===== src/hw/dps_pkg.sv =====
package dps_pkg;

    // ****************************************
    // Frame layout
    // ****************************************
    localparam int BYTE_W = 8;
    localparam logic [2:0] BIT_LAST = 3'h7;
    localparam int ADDR_W = 4;
    localparam int SLOTS = 4;
    localparam int POTS = 2;
    // Selection byte: type code high nibble, slave address low nibble
    localparam int ID_TYPE_MSB = 7;
    localparam int ID_TYPE_LSB = 4;
    localparam int ID_ADDR_MSB = 3;
    localparam int ID_ADDR_LSB = 0;
    // Command byte: opcode, slot, pot
    localparam int CMD_OP_MSB = 7;
    localparam int CMD_OP_LSB = 5;
    localparam int CMD_SLOT_MSB = 3;
    localparam int CMD_SLOT_LSB = 2;
    localparam int CMD_POT_BIT = 0;
    // Device type code, value arbitrary
    localparam logic [3:0] DEV_TYPE = 4'hA;

    // ****************************************
    // Commands
    // ****************************************
    localparam logic [2:0] OP_RD_WIPER = 3'h0;
    localparam logic [2:0] OP_WR_WIPER = 3'h1;
    localparam logic [2:0] OP_RD_STORE = 3'h2;
    localparam logic [2:0] OP_WR_STORE = 3'h3;
    localparam logic [2:0] OP_STORE_TO_WIPER = 3'h4;
    localparam logic [2:0] OP_WIPER_TO_STORE = 3'h5;
    localparam logic [2:0] OP_RD_STATUS = 3'h6;

    // ****************************************
    // Reset values and timing
    // ****************************************
    localparam logic [1:0] DEFAULT_STORE_SLOT = 2'h0;
    localparam logic [7:0] STORE_RESET = 8'h80;
    localparam int CLK_HZ = 20_000_000;
    localparam int NVM_WRITE_MS = 10;
    localparam int NVM_WRITE_CYCLES = NVM_WRITE_MS * (CLK_HZ / 1000);

    typedef enum logic [1:0] {
        ST_SELECT,
        ST_COMMAND,
        ST_DATA,
        ST_IGNORE
    } dps_state_t;

    typedef struct packed {
        logic cs_n;
        logic sck;
        logic si;
        logic pause_n;
        logic wp_n;
        logic [ADDR_W-1:0] addr_strap;
    } dps_pins_t;

    // Idle pin levels, so no false edge follows reset
    localparam dps_pins_t PINS_IDLE = '{cs_n: 1'b1, sck: 1'b0, si: 1'b0, pause_n: 1'b1, wp_n: 1'b1, addr_strap: '0};

    typedef struct packed {
        logic [BYTE_W-1:0] tap1;
        logic [BYTE_W-1:0] tap0;
    } dps_taps_t;

endpackage


===== src/hw/dps_serial_front_end.sv =====
`timescale 1ns/1ns

module dps_serial_front_end #(
    parameter int NVM_WRITE_CYCLES = dps_pkg::NVM_WRITE_CYCLES
) (
    input wire logic clk,
    input wire logic arst_n,
    input wire logic clk_en,
    input wire dps_pkg::dps_pins_t pins,
    output logic so_out,
    output logic so_oe_n,
    output dps_pkg::dps_taps_t taps,
    output logic nvm_write_pending
);

    localparam int TW = $clog2(NVM_WRITE_CYCLES + 1);
    localparam int PW = $bits(dps_pkg::dps_pins_t);

    // ****************************************
    // Pin synchronisers and edge detection
    // ****************************************
    logic [PW-1:0] sync1;
    logic [PW-1:0] sync2;
    logic sck_prev;
    logic cs_prev;
    dps_pkg::dps_pins_t p;

    assign p = dps_pkg::dps_pins_t'(sync2);

    always_ff @(posedge clk or negedge arst_n)
    begin
        if (!arst_n)
        begin
            sync1 <= dps_pkg::PINS_IDLE;
            sync2 <= dps_pkg::PINS_IDLE;
            sck_prev <= 1'b0;
            cs_prev <= 1'b1;
        end
        else if (clk_en)
        begin
            sync1 <= pins;
            sync2 <= sync1;
            sck_prev <= p.sck;
            cs_prev <= p.cs_n;
        end
    end

    logic active;
    logic sck_rise;
    logic sck_fall;
    logic cs_fall;

    // Paused: edges are ignored, sequence state simply stands
    assign active = !p.cs_n && p.pause_n;
    assign sck_rise = active && p.sck && !sck_prev;
    assign sck_fall = active && !p.sck && sck_prev;
    assign cs_fall = cs_prev && !p.cs_n;

    // ****************************************
    // Serial receive state
    // ****************************************
    dps_pkg::dps_state_t state;
    logic armed;
    logic [2:0] bit_cnt;
    logic [dps_pkg::BYTE_W-1:0] in_sr;
    logic [dps_pkg::BYTE_W-1:0] rx_byte;
    logic byte_done;
    logic [2:0] op;
    logic [1:0] slot;
    logic pot;
    logic [dps_pkg::BYTE_W-1:0] out_sr;

    assign rx_byte = {in_sr[dps_pkg::BYTE_W-2:0], p.si};
    assign byte_done = sck_rise && (bit_cnt == dps_pkg::BIT_LAST);

    // Storage arrays
    logic [dps_pkg::BYTE_W-1:0] wiper [dps_pkg::POTS];
    logic [dps_pkg::BYTE_W-1:0] store [dps_pkg::POTS][dps_pkg::SLOTS];
    logic recall;
    logic [TW-1:0] nvm_timer;

    logic cmd_done;
    logic [2:0] cmd_op;
    logic [1:0] cmd_slot;
    logic cmd_pot;
    logic nvm_ok;
    logic start_nvm;

    assign cmd_done = byte_done && state == dps_pkg::ST_COMMAND;
    assign cmd_op = rx_byte[dps_pkg::CMD_OP_MSB:dps_pkg::CMD_OP_LSB];
    assign cmd_slot = rx_byte[dps_pkg::CMD_SLOT_MSB:dps_pkg::CMD_SLOT_LSB];
    assign cmd_pot = rx_byte[dps_pkg::CMD_POT_BIT];
    // Busy array refuses too, so a second write never shortens the first
    assign nvm_ok = p.wp_n && !nvm_write_pending;
    assign start_nvm = nvm_ok && ((byte_done && state == dps_pkg::ST_DATA && op == dps_pkg::OP_WR_STORE)
        || (cmd_done && cmd_op == dps_pkg::OP_WIPER_TO_STORE));

    always_ff @(posedge clk or negedge arst_n)
    begin
        if (!arst_n)
        begin
            state <= dps_pkg::ST_SELECT;
            armed <= 1'b0;
            bit_cnt <= '0;
            in_sr <= '0;
            op <= '0;
            slot <= '0;
            pot <= 1'b0;
        end
        else if (clk_en)
        begin
            if (p.cs_n)
            begin
                // Deselect abandons any sequence
                state <= dps_pkg::ST_SELECT;
                bit_cnt <= '0;
            end
            else if (cs_fall)
            begin
                armed <= 1'b1;
                state <= dps_pkg::ST_SELECT;
                bit_cnt <= '0;
            end
            else if (sck_rise && armed)
            begin
                in_sr <= rx_byte;
                bit_cnt <= bit_cnt + 3'h1;
                if (byte_done)
                begin
                    case (state)
                        dps_pkg::ST_SELECT:
                        begin
                            if (rx_byte[dps_pkg::ID_TYPE_MSB:dps_pkg::ID_TYPE_LSB] == dps_pkg::DEV_TYPE
                                && rx_byte[dps_pkg::ID_ADDR_MSB:dps_pkg::ID_ADDR_LSB] == p.addr_strap)
                                state <= dps_pkg::ST_COMMAND;
                            else
                                state <= dps_pkg::ST_IGNORE;
                        end
                        dps_pkg::ST_COMMAND:
                        begin
                            op <= cmd_op;
                            slot <= cmd_slot;
                            pot <= cmd_pot;
                            state <= dps_pkg::ST_DATA;
                        end
                        dps_pkg::ST_DATA:
                            state <= dps_pkg::ST_IGNORE;
                        default:
                            state <= dps_pkg::ST_IGNORE;
                    endcase
                end
            end
        end
    end

    // ****************************************
    // Wiper and stored settings
    // ****************************************
    always_ff @(posedge clk or negedge arst_n)
    begin
        if (!arst_n)
        begin
            recall <= 1'b1;
            for (int i = 0; i < dps_pkg::POTS; i++)
            begin
                wiper[i] <= dps_pkg::STORE_RESET;
            end
        end
        else if (clk_en)
        begin
            if (recall)
            begin
                // Power-up recall of the default slot
                recall <= 1'b0;
                for (int i = 0; i < dps_pkg::POTS; i++)
                begin
                    wiper[i] <= store[i][dps_pkg::DEFAULT_STORE_SLOT];
                end
            end
            else if (byte_done && state == dps_pkg::ST_DATA && op == dps_pkg::OP_WR_WIPER)
                wiper[pot] <= rx_byte;
            else if (cmd_done && cmd_op == dps_pkg::OP_STORE_TO_WIPER)
                wiper[cmd_pot] <= store[cmd_pot][cmd_slot];
        end
    end

    // Stored settings persist across reset in the real array; here reset stands in for the erased state
    always_ff @(posedge clk or negedge arst_n)
    begin
        if (!arst_n)
        begin
            for (int i = 0; i < dps_pkg::POTS; i++)
            begin
                for (int j = 0; j < dps_pkg::SLOTS; j++)
                begin
                    store[i][j] <= dps_pkg::STORE_RESET;
                end
            end
        end
        else if (clk_en && start_nvm)
        begin
            if (state == dps_pkg::ST_DATA)
                store[pot][slot] <= rx_byte;
            else
                store[cmd_pot][cmd_slot] <= wiper[cmd_pot];
        end
    end

    // Write busy timer
    always_ff @(posedge clk or negedge arst_n)
    begin
        if (!arst_n)
        begin
            nvm_timer <= '0;
            nvm_write_pending <= 1'b0;
        end
        else if (clk_en)
        begin
            if (start_nvm)
            begin
                nvm_timer <= TW'(NVM_WRITE_CYCLES - 1);
                nvm_write_pending <= 1'b1;
            end
            else if (nvm_write_pending)
            begin
                if (nvm_timer == '0)
                    nvm_write_pending <= 1'b0;
                else
                    nvm_timer <= nvm_timer - TW'(1);
            end
        end
    end

    generate
        for (genvar g = 0; g < dps_pkg::POTS; g++)
        begin : g_tap
            always_ff @(posedge clk or negedge arst_n)
            begin
                if (!arst_n)
                    taps[g*dps_pkg::BYTE_W +: dps_pkg::BYTE_W] <= dps_pkg::STORE_RESET;
                else if (clk_en)
                    taps[g*dps_pkg::BYTE_W +: dps_pkg::BYTE_W] <= wiper[g];
            end
        end
    endgenerate

    // ****************************************
    // Serial output
    // ****************************************
    logic rd_load;
    logic [dps_pkg::BYTE_W-1:0] rd_value;

    assign rd_load = cmd_done && (cmd_op == dps_pkg::OP_RD_WIPER || cmd_op == dps_pkg::OP_RD_STORE
        || cmd_op == dps_pkg::OP_RD_STATUS);

    always_comb
    begin
        case (cmd_op)
            dps_pkg::OP_RD_WIPER: rd_value = wiper[cmd_pot];
            dps_pkg::OP_RD_STORE: rd_value = store[cmd_pot][cmd_slot];
            default: rd_value = {{(dps_pkg::BYTE_W-1){1'b0}}, nvm_write_pending};
        endcase
    end

    always_ff @(posedge clk or negedge arst_n)
    begin
        if (!arst_n)
        begin
            out_sr <= '0;
            so_out <= 1'b0;
            so_oe_n <= 1'b1;
        end
        else if (clk_en)
        begin
            if (p.cs_n || !p.pause_n || state != dps_pkg::ST_DATA)
                so_oe_n <= 1'b1;
            if (rd_load)
                out_sr <= rd_value;
            else if (sck_fall && state == dps_pkg::ST_DATA && op != dps_pkg::OP_WR_WIPER
                && op != dps_pkg::OP_WR_STORE && op != dps_pkg::OP_STORE_TO_WIPER
                && op != dps_pkg::OP_WIPER_TO_STORE)
            begin
                so_out <= out_sr[dps_pkg::BYTE_W-1];
                so_oe_n <= 1'b0;
                out_sr <= {out_sr[dps_pkg::BYTE_W-2:0], 1'b0};
            end
        end
    end

endmodule


===== config.mk =====
export PLATFORM = sky130hd
export DESIGN_NAME = dps_serial_front_end
export DESIGN_NICKNAME = d
export VERILOG_FILES = /design/src/hw/dps_pkg.sv /design/src/hw/dps_serial_front_end.sv
export SDC_FILE = /design/constraint.sdc
export NUM_CORES = 1
export LEC_CHECK = 0
export BUFFER_PORTS_ARGS = -buffer_cell sky130_fd_sc_hd__buf_2
export CAP_MARGIN = 20
export CORE_ASPECT_RATIO = 1.5
export CORE_MARGIN = 1.5
export CORE_UTILIZATION = 35
export DETAILED_ROUTE_END_ITERATION = 6
export SYNTH_ARGS = -nofsm -noshare
export SYNTH_HDL_FRONTEND = slang
export SYNTH_SLANG_ARGS = --single-unit
export TNS_END_PERCENT = 50

===== constraint.sdc =====
create_clock -name clk -period 6.9 [get_ports clk]
set_clock_uncertainty 0.05 [all_clocks]
set_input_delay 0.69 -clock clk [delete_from_list [all_inputs] [get_ports clk]]
set_output_delay 0.69 -clock clk [all_outputs]
set_load 0.005 [all_outputs]

After elaboration in Yosys (flattened, before gate mapping) --
Index checks and enable logic that the tools add are counted.
Storage, ports and cells: bits in registers 165, bits of input ports 12, output and inout port bits 19, logic and storage cells 168
Operators by class: add/sub/neg operators 2, $lt $le $gt $ge 8, eq/ne operators 17, muxes and demuxes 50, bitwise gates (word level) 7, reduce and logical (&&, ||, !) cells 55
Operators with widths (number):
- 32-bit two-way mux | 5
- 64-bit bitwise mux | 2
- 8-bit two-way mux | 11
- 32-bit demux with 1-bit select | 2
- 64-bit two-way mux | 1
- 18-bit two-way mux | 3
- 16-bit two-way mux | 3
- 16-bit bitwise mux | 2
- 8-bit demux with 2-bit select | 2
- 1-bit logical AND | 28
- 18-bit zero test | 1
- 18-bit by 1-bit subtractor with 18-bit output (second input constant) | 1
- 8-bit binary-select mux with 2-bit select | 1
- 8-bit demux with 1-bit select | 2
- 8-bit case mux with 2 select lines | 1
- 3-bit equality test (second input constant) | 4
- 3-bit AND reduction | 4
- 2-bit two-way mux | 5
- 3-bit two-way mux | 3
- 3-bit nonzero test | 3
- 3-bit by 2-bit equality test with 1-bit output (second input constant) | 2
- 3-bit greater-or-equal comparator (second input constant) | 2
- 3-bit by 1-bit < comparator with 1-bit output (second input constant) | 2
- 1-bit two-way mux | 6
- 24 further kinds | 43

Logic depth before layout (Yosys ltp) --
Gate-level depths: netlist (run 1).
depth after elaboration 11, depth in mapped cells 8

Worst setup path after synthesis (run 1) --
OpenSTA, ideal clock, no wires.
kind register to register, from reg nvm_timer[4], to reg nvm_timer[11], library setup time 0.134 ns, arrival 1.991 ns, slack 4.726 ns, stages on the path, launching flop included 8, buffers on the path 2, clock period less this slack 2.174 ns, path through dfrtp_1 -> or4_1 -> buf_2 -> or3_1 -> buf_6 -> nor4_4 -> xnor2_1 -> nand2_1
On the way: cells in the longest elaborated chain, start to end 4
RTL lines:
- from (decl) | line dps_serial_front_end.sv:80 | logic [TW-1:0] nvm_timer;
- from (signal assigned) | line dps_serial_front_end.sv:221 | nvm_timer <= TW'(NVM_WRITE_CYCLES - 1);
- from (signal assigned) | line dps_serial_front_end.sv:229 | nvm_timer <= nvm_timer - TW'(1);
- 18-bit by 1-bit subtractor with 18-bit output | line dps_serial_front_end.sv:229
- 18-bit two-way mux | line dps_serial_front_end.sv:226 | if (nvm_timer == '0)
- 18-bit two-way mux | line dps_serial_front_end.sv:224 | else if (nvm_write_pending)
- 18-bit two-way mux | line dps_serial_front_end.sv:219 | if (start_nvm)
Several ways; a longest one is shown, not always the timed one. The select of a mux whose other input is x is not followed. A chain may end at the register's enable or synchronous reset.

Final worst setup path (run 1) --
from reg sync2[6] (netlist: p[6]), to reg store[57] (netlist bit)
On the way: cells in the longest elaborated chain, start to end 7
RTL lines:
- from (decl) | line dps_serial_front_end.sv:23 | logic [PW-1:0] sync2;
- from (signal assigned) | line dps_serial_front_end.sv:35 | sync2 <= dps_pkg::PINS_IDLE;
- from (signal assigned) | line dps_serial_front_end.sv:42 | sync2 <= sync1;
- 1-bit inverter with 2-bit output (not written as such) * | line dps_serial_front_end.sv:205 | store[cmd_pot][cmd_slot] <= wiper[cmd_pot];
- 2-bit greater-or-equal comparator (not written as such) or 2-bit by 1-bit < comparator with 1-bit output (tied branches) | line dps_serial_front_end.sv:205
- 1-bit logical AND (not written as such) | line dps_serial_front_end.sv:205
- 32-bit two-way mux (not written as such) | line dps_serial_front_end.sv:205
- 32-bit demux with 1-bit select | line dps_serial_front_end.sv:205
- 64-bit bitwise mux * | line dps_serial_front_end.sv:205
- 64-bit two-way mux * | line dps_serial_front_end.sv:202 | if (state == dps_pkg::ST_DATA)
- to (signal, indexed assignment) | line dps_serial_front_end.sv:196 | store[i][j] <= dps_pkg::STORE_RESET;
- to (signal, indexed assignment) | line dps_serial_front_end.sv:203 | store[pot][slot] <= rx_byte;
- to (signal, indexed assignment) | line dps_serial_front_end.sv:205
- to (decl) | line dps_serial_front_end.sv:78 | logic [dps_pkg::BYTE_W-1:0] store [dps_pkg::POTS][dps_pkg::SLOTS];
Every way passes the cells marked *; elsewhere a longest branch is shown, timed or not. The select of a mux whose other input is x is not followed.

==> reports/metrics.csv, run 1 <==
metric,value,unit
drtIter0Drc,577,
cts_hold_buf,0,
use_met3,0.0367,
synth-edff-count,0,
relSlewSlack,0.121,
grt_pass1_wl,40900,um
placementRows,70,
synthSimpleGateAreaFrac,0.178,
syn_to_final_growth,11.3,%
initial_utilization,0.356,
cts_buffer_depth,2,
worstSkewPairLatency,0.45,ns
core,0.0244,sq mm
tritoncts,done,
maxClockFrequency,309,MHz
grtUsageMet2,0.350,
p_per_area,229,mW/mm^2
avgViaCountPerCell,5.80,
path_max_fanout,28,
cap_violations,0,
cp_top_family,compound AO/OA/AOI/OAI gates,
synth_top_family_by_area,compound AO/OA/AOI/OAI gates,
antenna_left,0,
cp.arrival,3.47,ns
worstPathBufferInverterCount,2,
run_status,finished clean,
cts-htree-levels,4,
layout_worst_path_cycle_share,0.469,
worstMarginPinSlew,1.32,ns
clock-sinks,165,
grt_start_max_net_pins,104,
chipWidth,132,um
hold_class,primary input to async pin,
required,7.13,ns
stdcell_count,1217,
clockRootBuffer,clkbuf_16,
synth-seq-cells,165,
synth_fa_ha_area_frac,0.00431,
setup_violations,0,
crit_slowest_cell,o2111ai_1,
ys_warn_count,0,
grt.busiest_layer,met2,
layout_min_cycle_time,3.24,ns
rsz0062_at_grt,false,
path_class,register to register,
setup_tns,0,ns
syn-num-nets,898,
die_y,196,um
ys_types,66,
ios,31,
track_usage,0.206,
total_power,0.00221,W
finalMaxSlewViolations,0,
gp_congestion,0.890,
syn_inst,883,
wl,25800,um
placedCellCount,1182,
cts_resized,0,
ys_seq_area_frac,0.477,
cts_buffers,17,
async_flop_share,1.00,
numPortBuffers,30,
cts_setup_buffers,0,
synth_compound_area_frac,0.182,
syn_avg_cell_area,9.86,sq um
first_global_vias,7077,
peakVddDrop,0.000167,V
nNetsFinal,895,
clk_pin_slew,0.07,ns
cp_cell_sequence,buf_4 > inv_1 > and3_1 > o2111ai_1 > o21ai_0,
wl_per_cell,21.2,um
startpoint_type,register,
final-hold-violation-count,0,
timing.rr.start,p[6],
synthFlopType,dfrtp_1,
synth-xor-area-share,0.0161,
dp_hpwl,17700,um
whs,0.279,ns
dr.pass1.iters,5,
antenna_found_initial,0,
synthesis.area,0.00870,sq mm
critical_path.max_stage_delay,0.87,ns
synthMuxAreaShare,0.106,
worstSetupEndpointType,register,
grt_util_met1,0.234,
mostFrequentLayoutCells,"dfrtp_1 (143), nand2_1 (129), o21ai_0 (84), nor2_1 (62), mux2_2 (45)",
grt_overflow,0,
leakagePower,4.00,nW
drive_gt1_frac,0.186,
die_area,0.0258,sq mm
drc,0,
critPathLaunch,p[6],
via_count,7060,
diodes,0,
final_common_cell,dfrtp_1,
==> flip-flops by register name (all words and copies together) (netlist names), 2 cells and up <==
| name | count |
|---|---|
| wiper | 16 |
| op | 3 |
| slot | 2 |
| out_sr | 8 |
| taps | 16 |
| store | 64 |
| p | 9 |
| in_sr | 7 |
| bit_cnt | 3 |
| sync1 | 9 |
| nvm_timer | 18 |
| state | 2 |
==> final timing paths <==
kind | to | slack [ns] | depth (start not counted)
max | store[57] | 3.66 | 5
min | p[2] | 0.28 | 1
max reg2reg | store[57] | 3.66 | 5
min reg2reg | store[7] | 0.41 | 2
max in group asynchronous | store[35] | 5.11 | 2
min in group clk | store[7] | 0.41 | 2
==> layer usage <==
layer,vias to the layer above,share of wire
met1,3440,0.38
met3,98,0.055
met5,-,0
met2,302,0.50
li1,3220,-
met4,0,0.070
==> kinds of logic (layout without fill, tap and decap cells) <==
| group | Yosys count | in the layout |
|---|---|---|
| xor gates and xnor gates | 16 | 16 |
| AOI/OAI and AO/OA | 237 | 237 |
| muxes | 76 | 76 |
| and+or+nand+nor | 311 | 311 |
| buffers and inverters | 75 | 85 |
| DFF | 165 | 165 |
| adders and majority gates | 3 | 3 |
==> cell usage after synthesis, types with 8 or more instances <==
cell type  number  area share
o31ai_1        14       0.012
mux2_2         45       0.058
nand2_1       129       0.056
buf_2           8      0.0046
nand2b_1        8      0.0058
nor3_1         11      0.0063
a221oi_1       18       0.018
a21oi_1        40       0.023
nor2b_1        25       0.018
nor2_1         62       0.027
mux4_2          8       0.021
a32oi_1        25       0.025
clkbuf_1       49       0.021
mux2i_1        19       0.022
xor2_1         10       0.010
a22oi_1        15       0.013
dfrtp_1       144        0.41
and2_1          8      0.0058
and3_1         10      0.0072
o2111ai_1      10       0.010
dfstp_2        21       0.063
o21ai_0        84       0.048
nand3_1        11      0.0063
inv_1           9      0.0039
==> where the power goes <==
group	leakage, nW	internal [W]	total (W)	switching, W
registers	2.18	0.000993	0.00103	0.0000367
logic	1.54	0.0000745	0.000233	0.000158
clock network	0.284	0.000532	0.000950	0.000418
==> worst reg2reg max path, delay by kind of cell (launching register included) <==
kind | cells | cell delay [ns]
DFF | 1 | 0.72
AOI/OAI and AO/OA | 2 | 1.10
buffers and inverters | 2 | 0.85
and+or+nand+nor | 1 | 0.35
==> final cells by class <==
cell class	instances	area [sq um]
multi-input combinational	643	4240
timing repair buffer	44	262
fill	2357	14800
tap	324	405
clock inverter	11	116
clock buffer	21	470
sequential	165	4160
inverter	9	33.8
==> per-stage QoR <==
step	util	instance area (sq um)	worst slack, ns
global placement	0.371	9070	3.47
floorplan	-	8700	4.73
global route	0.396	9680	3.36
finish	0.396	9680	3.66
CTS	0.395	9660	3.68
detailed placement	0.371	9070	3.49
Note: power is estimated with default switching activity, not from simulation.
==> run 2, diff against run 1 <==
==> constraint.sdc (replaced) <==
create_clock -name clk -period 3.2 [get_ports clk]
set_clock_uncertainty 0.05 [all_clocks]
set_input_delay 0.32 -clock clk [delete_from_list [all_inputs] [get_ports clk]]
set_output_delay 0.32 -clock clk [all_outputs]
set_load 0.005 [all_outputs]
==> reports/metrics.csv, run 2 (synthesis results as in run 1) <==
metric,value,unit,change
path_max_fanout,23,,-18%
gp_congestion,0.942,,+5.8%
maxClockFrequency,372,MHz,+20%
layout_min_cycle_time,2.69,ns,-0.544 ns
cts_buffer_depth,2,,unchanged
syn_to_final_growth,13.8,%,
fin_util,0.405,,+0.00917
wl_per_cell,21.7,um,+2.8%
largest_reg_flops,64,,unchanged
path_class,register to register,,
drc,0,,unchanged
startpoint_type,register,,
ios,31,,unchanged
wl,27000,um,+4.8%
grt_overflow,0,,unchanged
clockRootBuffer,clkbuf_16,,
cts-htree-levels,4,,unchanged
crit_slowest_cell,dfrtp_2,,
worstPathBufferInverterCount,1,,-1
relSlewSlack,0.420,,+0.299
cts_buffers,17,,unchanged
worstMarginPinSlew,0.859,ns,-0.460 ns
cp_cell_sequence,inv_1 > a41oi_1 > o21ai_0 > a221oi_1 > a21o_1,,
grt_pass1_wl,42500,um,+3.8%
leakagePower,4.14,nW,+3.3%
largest_registers,"store (64), nvm_timer (18)",,
drive_gt1_frac,0.207,,+0.0213
worstSetupEndpointType,register,,
cp_top_family,compound AO/OA/AOI/OAI gates,,
worstSkewPairLatency,0.44,ns,about the same
cts_setup_buffers,0,,unchanged
setup_tns,0,ns,unchanged
chipWidth,132,um,unchanged
core,0.0244,sq mm,unchanged
die_area,0.0258,sq mm,unchanged
grt_start_max_net_pins,66,,-37%
via_count,7225,,+2.3%
nNetsFinal,919,,+2.7%
final-hold-violation-count,0,,unchanged
avgViaCountPerCell,5.82,,+0.36%
tritoncts,done,,
critical_path.max_stage_delay,0.79,ns,-0.08 ns
antenna_left,0,,unchanged
diodes,0,,unchanged
mostFrequentLayoutCells,"dfrtp_1 (143), nand2_1 (129), o21ai_0 (84), nor2_1 (62), mux2_2 (45)",,
finalMaxSlewViolations,0,,unchanged
peakVddDrop,0.000378,V,+130%
numPortBuffers,30,,unchanged
layout_worst_path_cycle_share,0.841,,+0.372
dp_hpwl,18900,um,+7.1%
clock-sinks,165,,unchanged
track_usage,0.216,,+0.00993
hold_class,primary input to register,,
required,3.53,ns,-3.60 ns
p_per_area,492,mW/mm^2,+120%
first_global_vias,7304,,+3.2%
initial_utilization,0.356,,unchanged
clk_pin_slew,0.07,ns,about the same
setup_violations,0,,unchanged
placementRows,70,,unchanged
largest_register,store,,
final_common_cell,dfrtp_1,,
dr.pass1.iters,6,,+1
run_status,finished clean,,
antenna_found_initial,0,,unchanged
rsz0062_at_grt,false,,
drtIter0Drc,550,,-4.7%
cap_violations,0,,unchanged
cp.arrival,3.02,ns,-0.45 ns
die_y,196,um,unchanged
==> run 2: power breakdown <==
| part | internal (W) | switching [W] |
|---|---|---|
| Combinational | 0.000180 | 0.000303 |
| Clock | 0.00119 | 0.000938 |
| Sequential | 0.00214 | 0.000119 |
| Total | 0.00351 | 0.00136 |
==> run 2: path summary, 6_finish.rpt <==
| path | slack [ns] | end | startpoint | cells after the start |
|---|---|---|---|---|
| max in group asynchronous | 1.86 | store[35] | arst_n | 3 |
| worst min-delay path | 0.06 | sync1[7] | pins[7] | 2 |
| worst min register to register | 0.43 | nvm_timer[9] | nvm_timer[9] | 1 |
| worst max register to register | 0.51 | wiper[2] | p[6] | 5 |
| min in group asynchronous | 0.37 | sync1[2] | arst_n | 2 |
| worst max-delay path | 0.51 | wiper[2] | p[6] | 5 |
==> run 2: cell type report <==
cell class	count	area (sq um)
timing repair buffer	68	469
tap	324	405
clock inverter	14	164
clock buffer	18	439
fill	2393	14500
inverter	9	33.8
multi-input combinational	643	4240
sequential	165	4160
==> run 2: metal layers <==
metal	vias up	part of all wire	GRT usage
met4	0	0.064	0.150
met1	3586	0.37	0.239
met3	88	0.043	0.0253
met2	288	0.52	0.386
met5	-	0	0
li1	3263	-	-
==> run 2: timing repair <==
action	4_1_cts	5_1_grt
endpoints found under the hold margin	44	0
hold buffers	1	0
gates resized for setup	0	0
==> run 2: through the flow <==
stage	power [W]	area (sq um)	setup WS, ns	cells	hold slack [ns]
4_1_cts	0.00489	9910	0.622	1241	0.0563
6_report	0.00487	9910	0.509	1241	0.0615
3_5_place_dp	0.00277	9290	0.652	1208	0.274
3_3_place_gp	0.00276	9290	0.721	1208	0.272
2_1_floorplan	0.00257	8700	1.03	883	-0.0256
5_1_grt	0.00503	9910	0.378	1241	0.0590
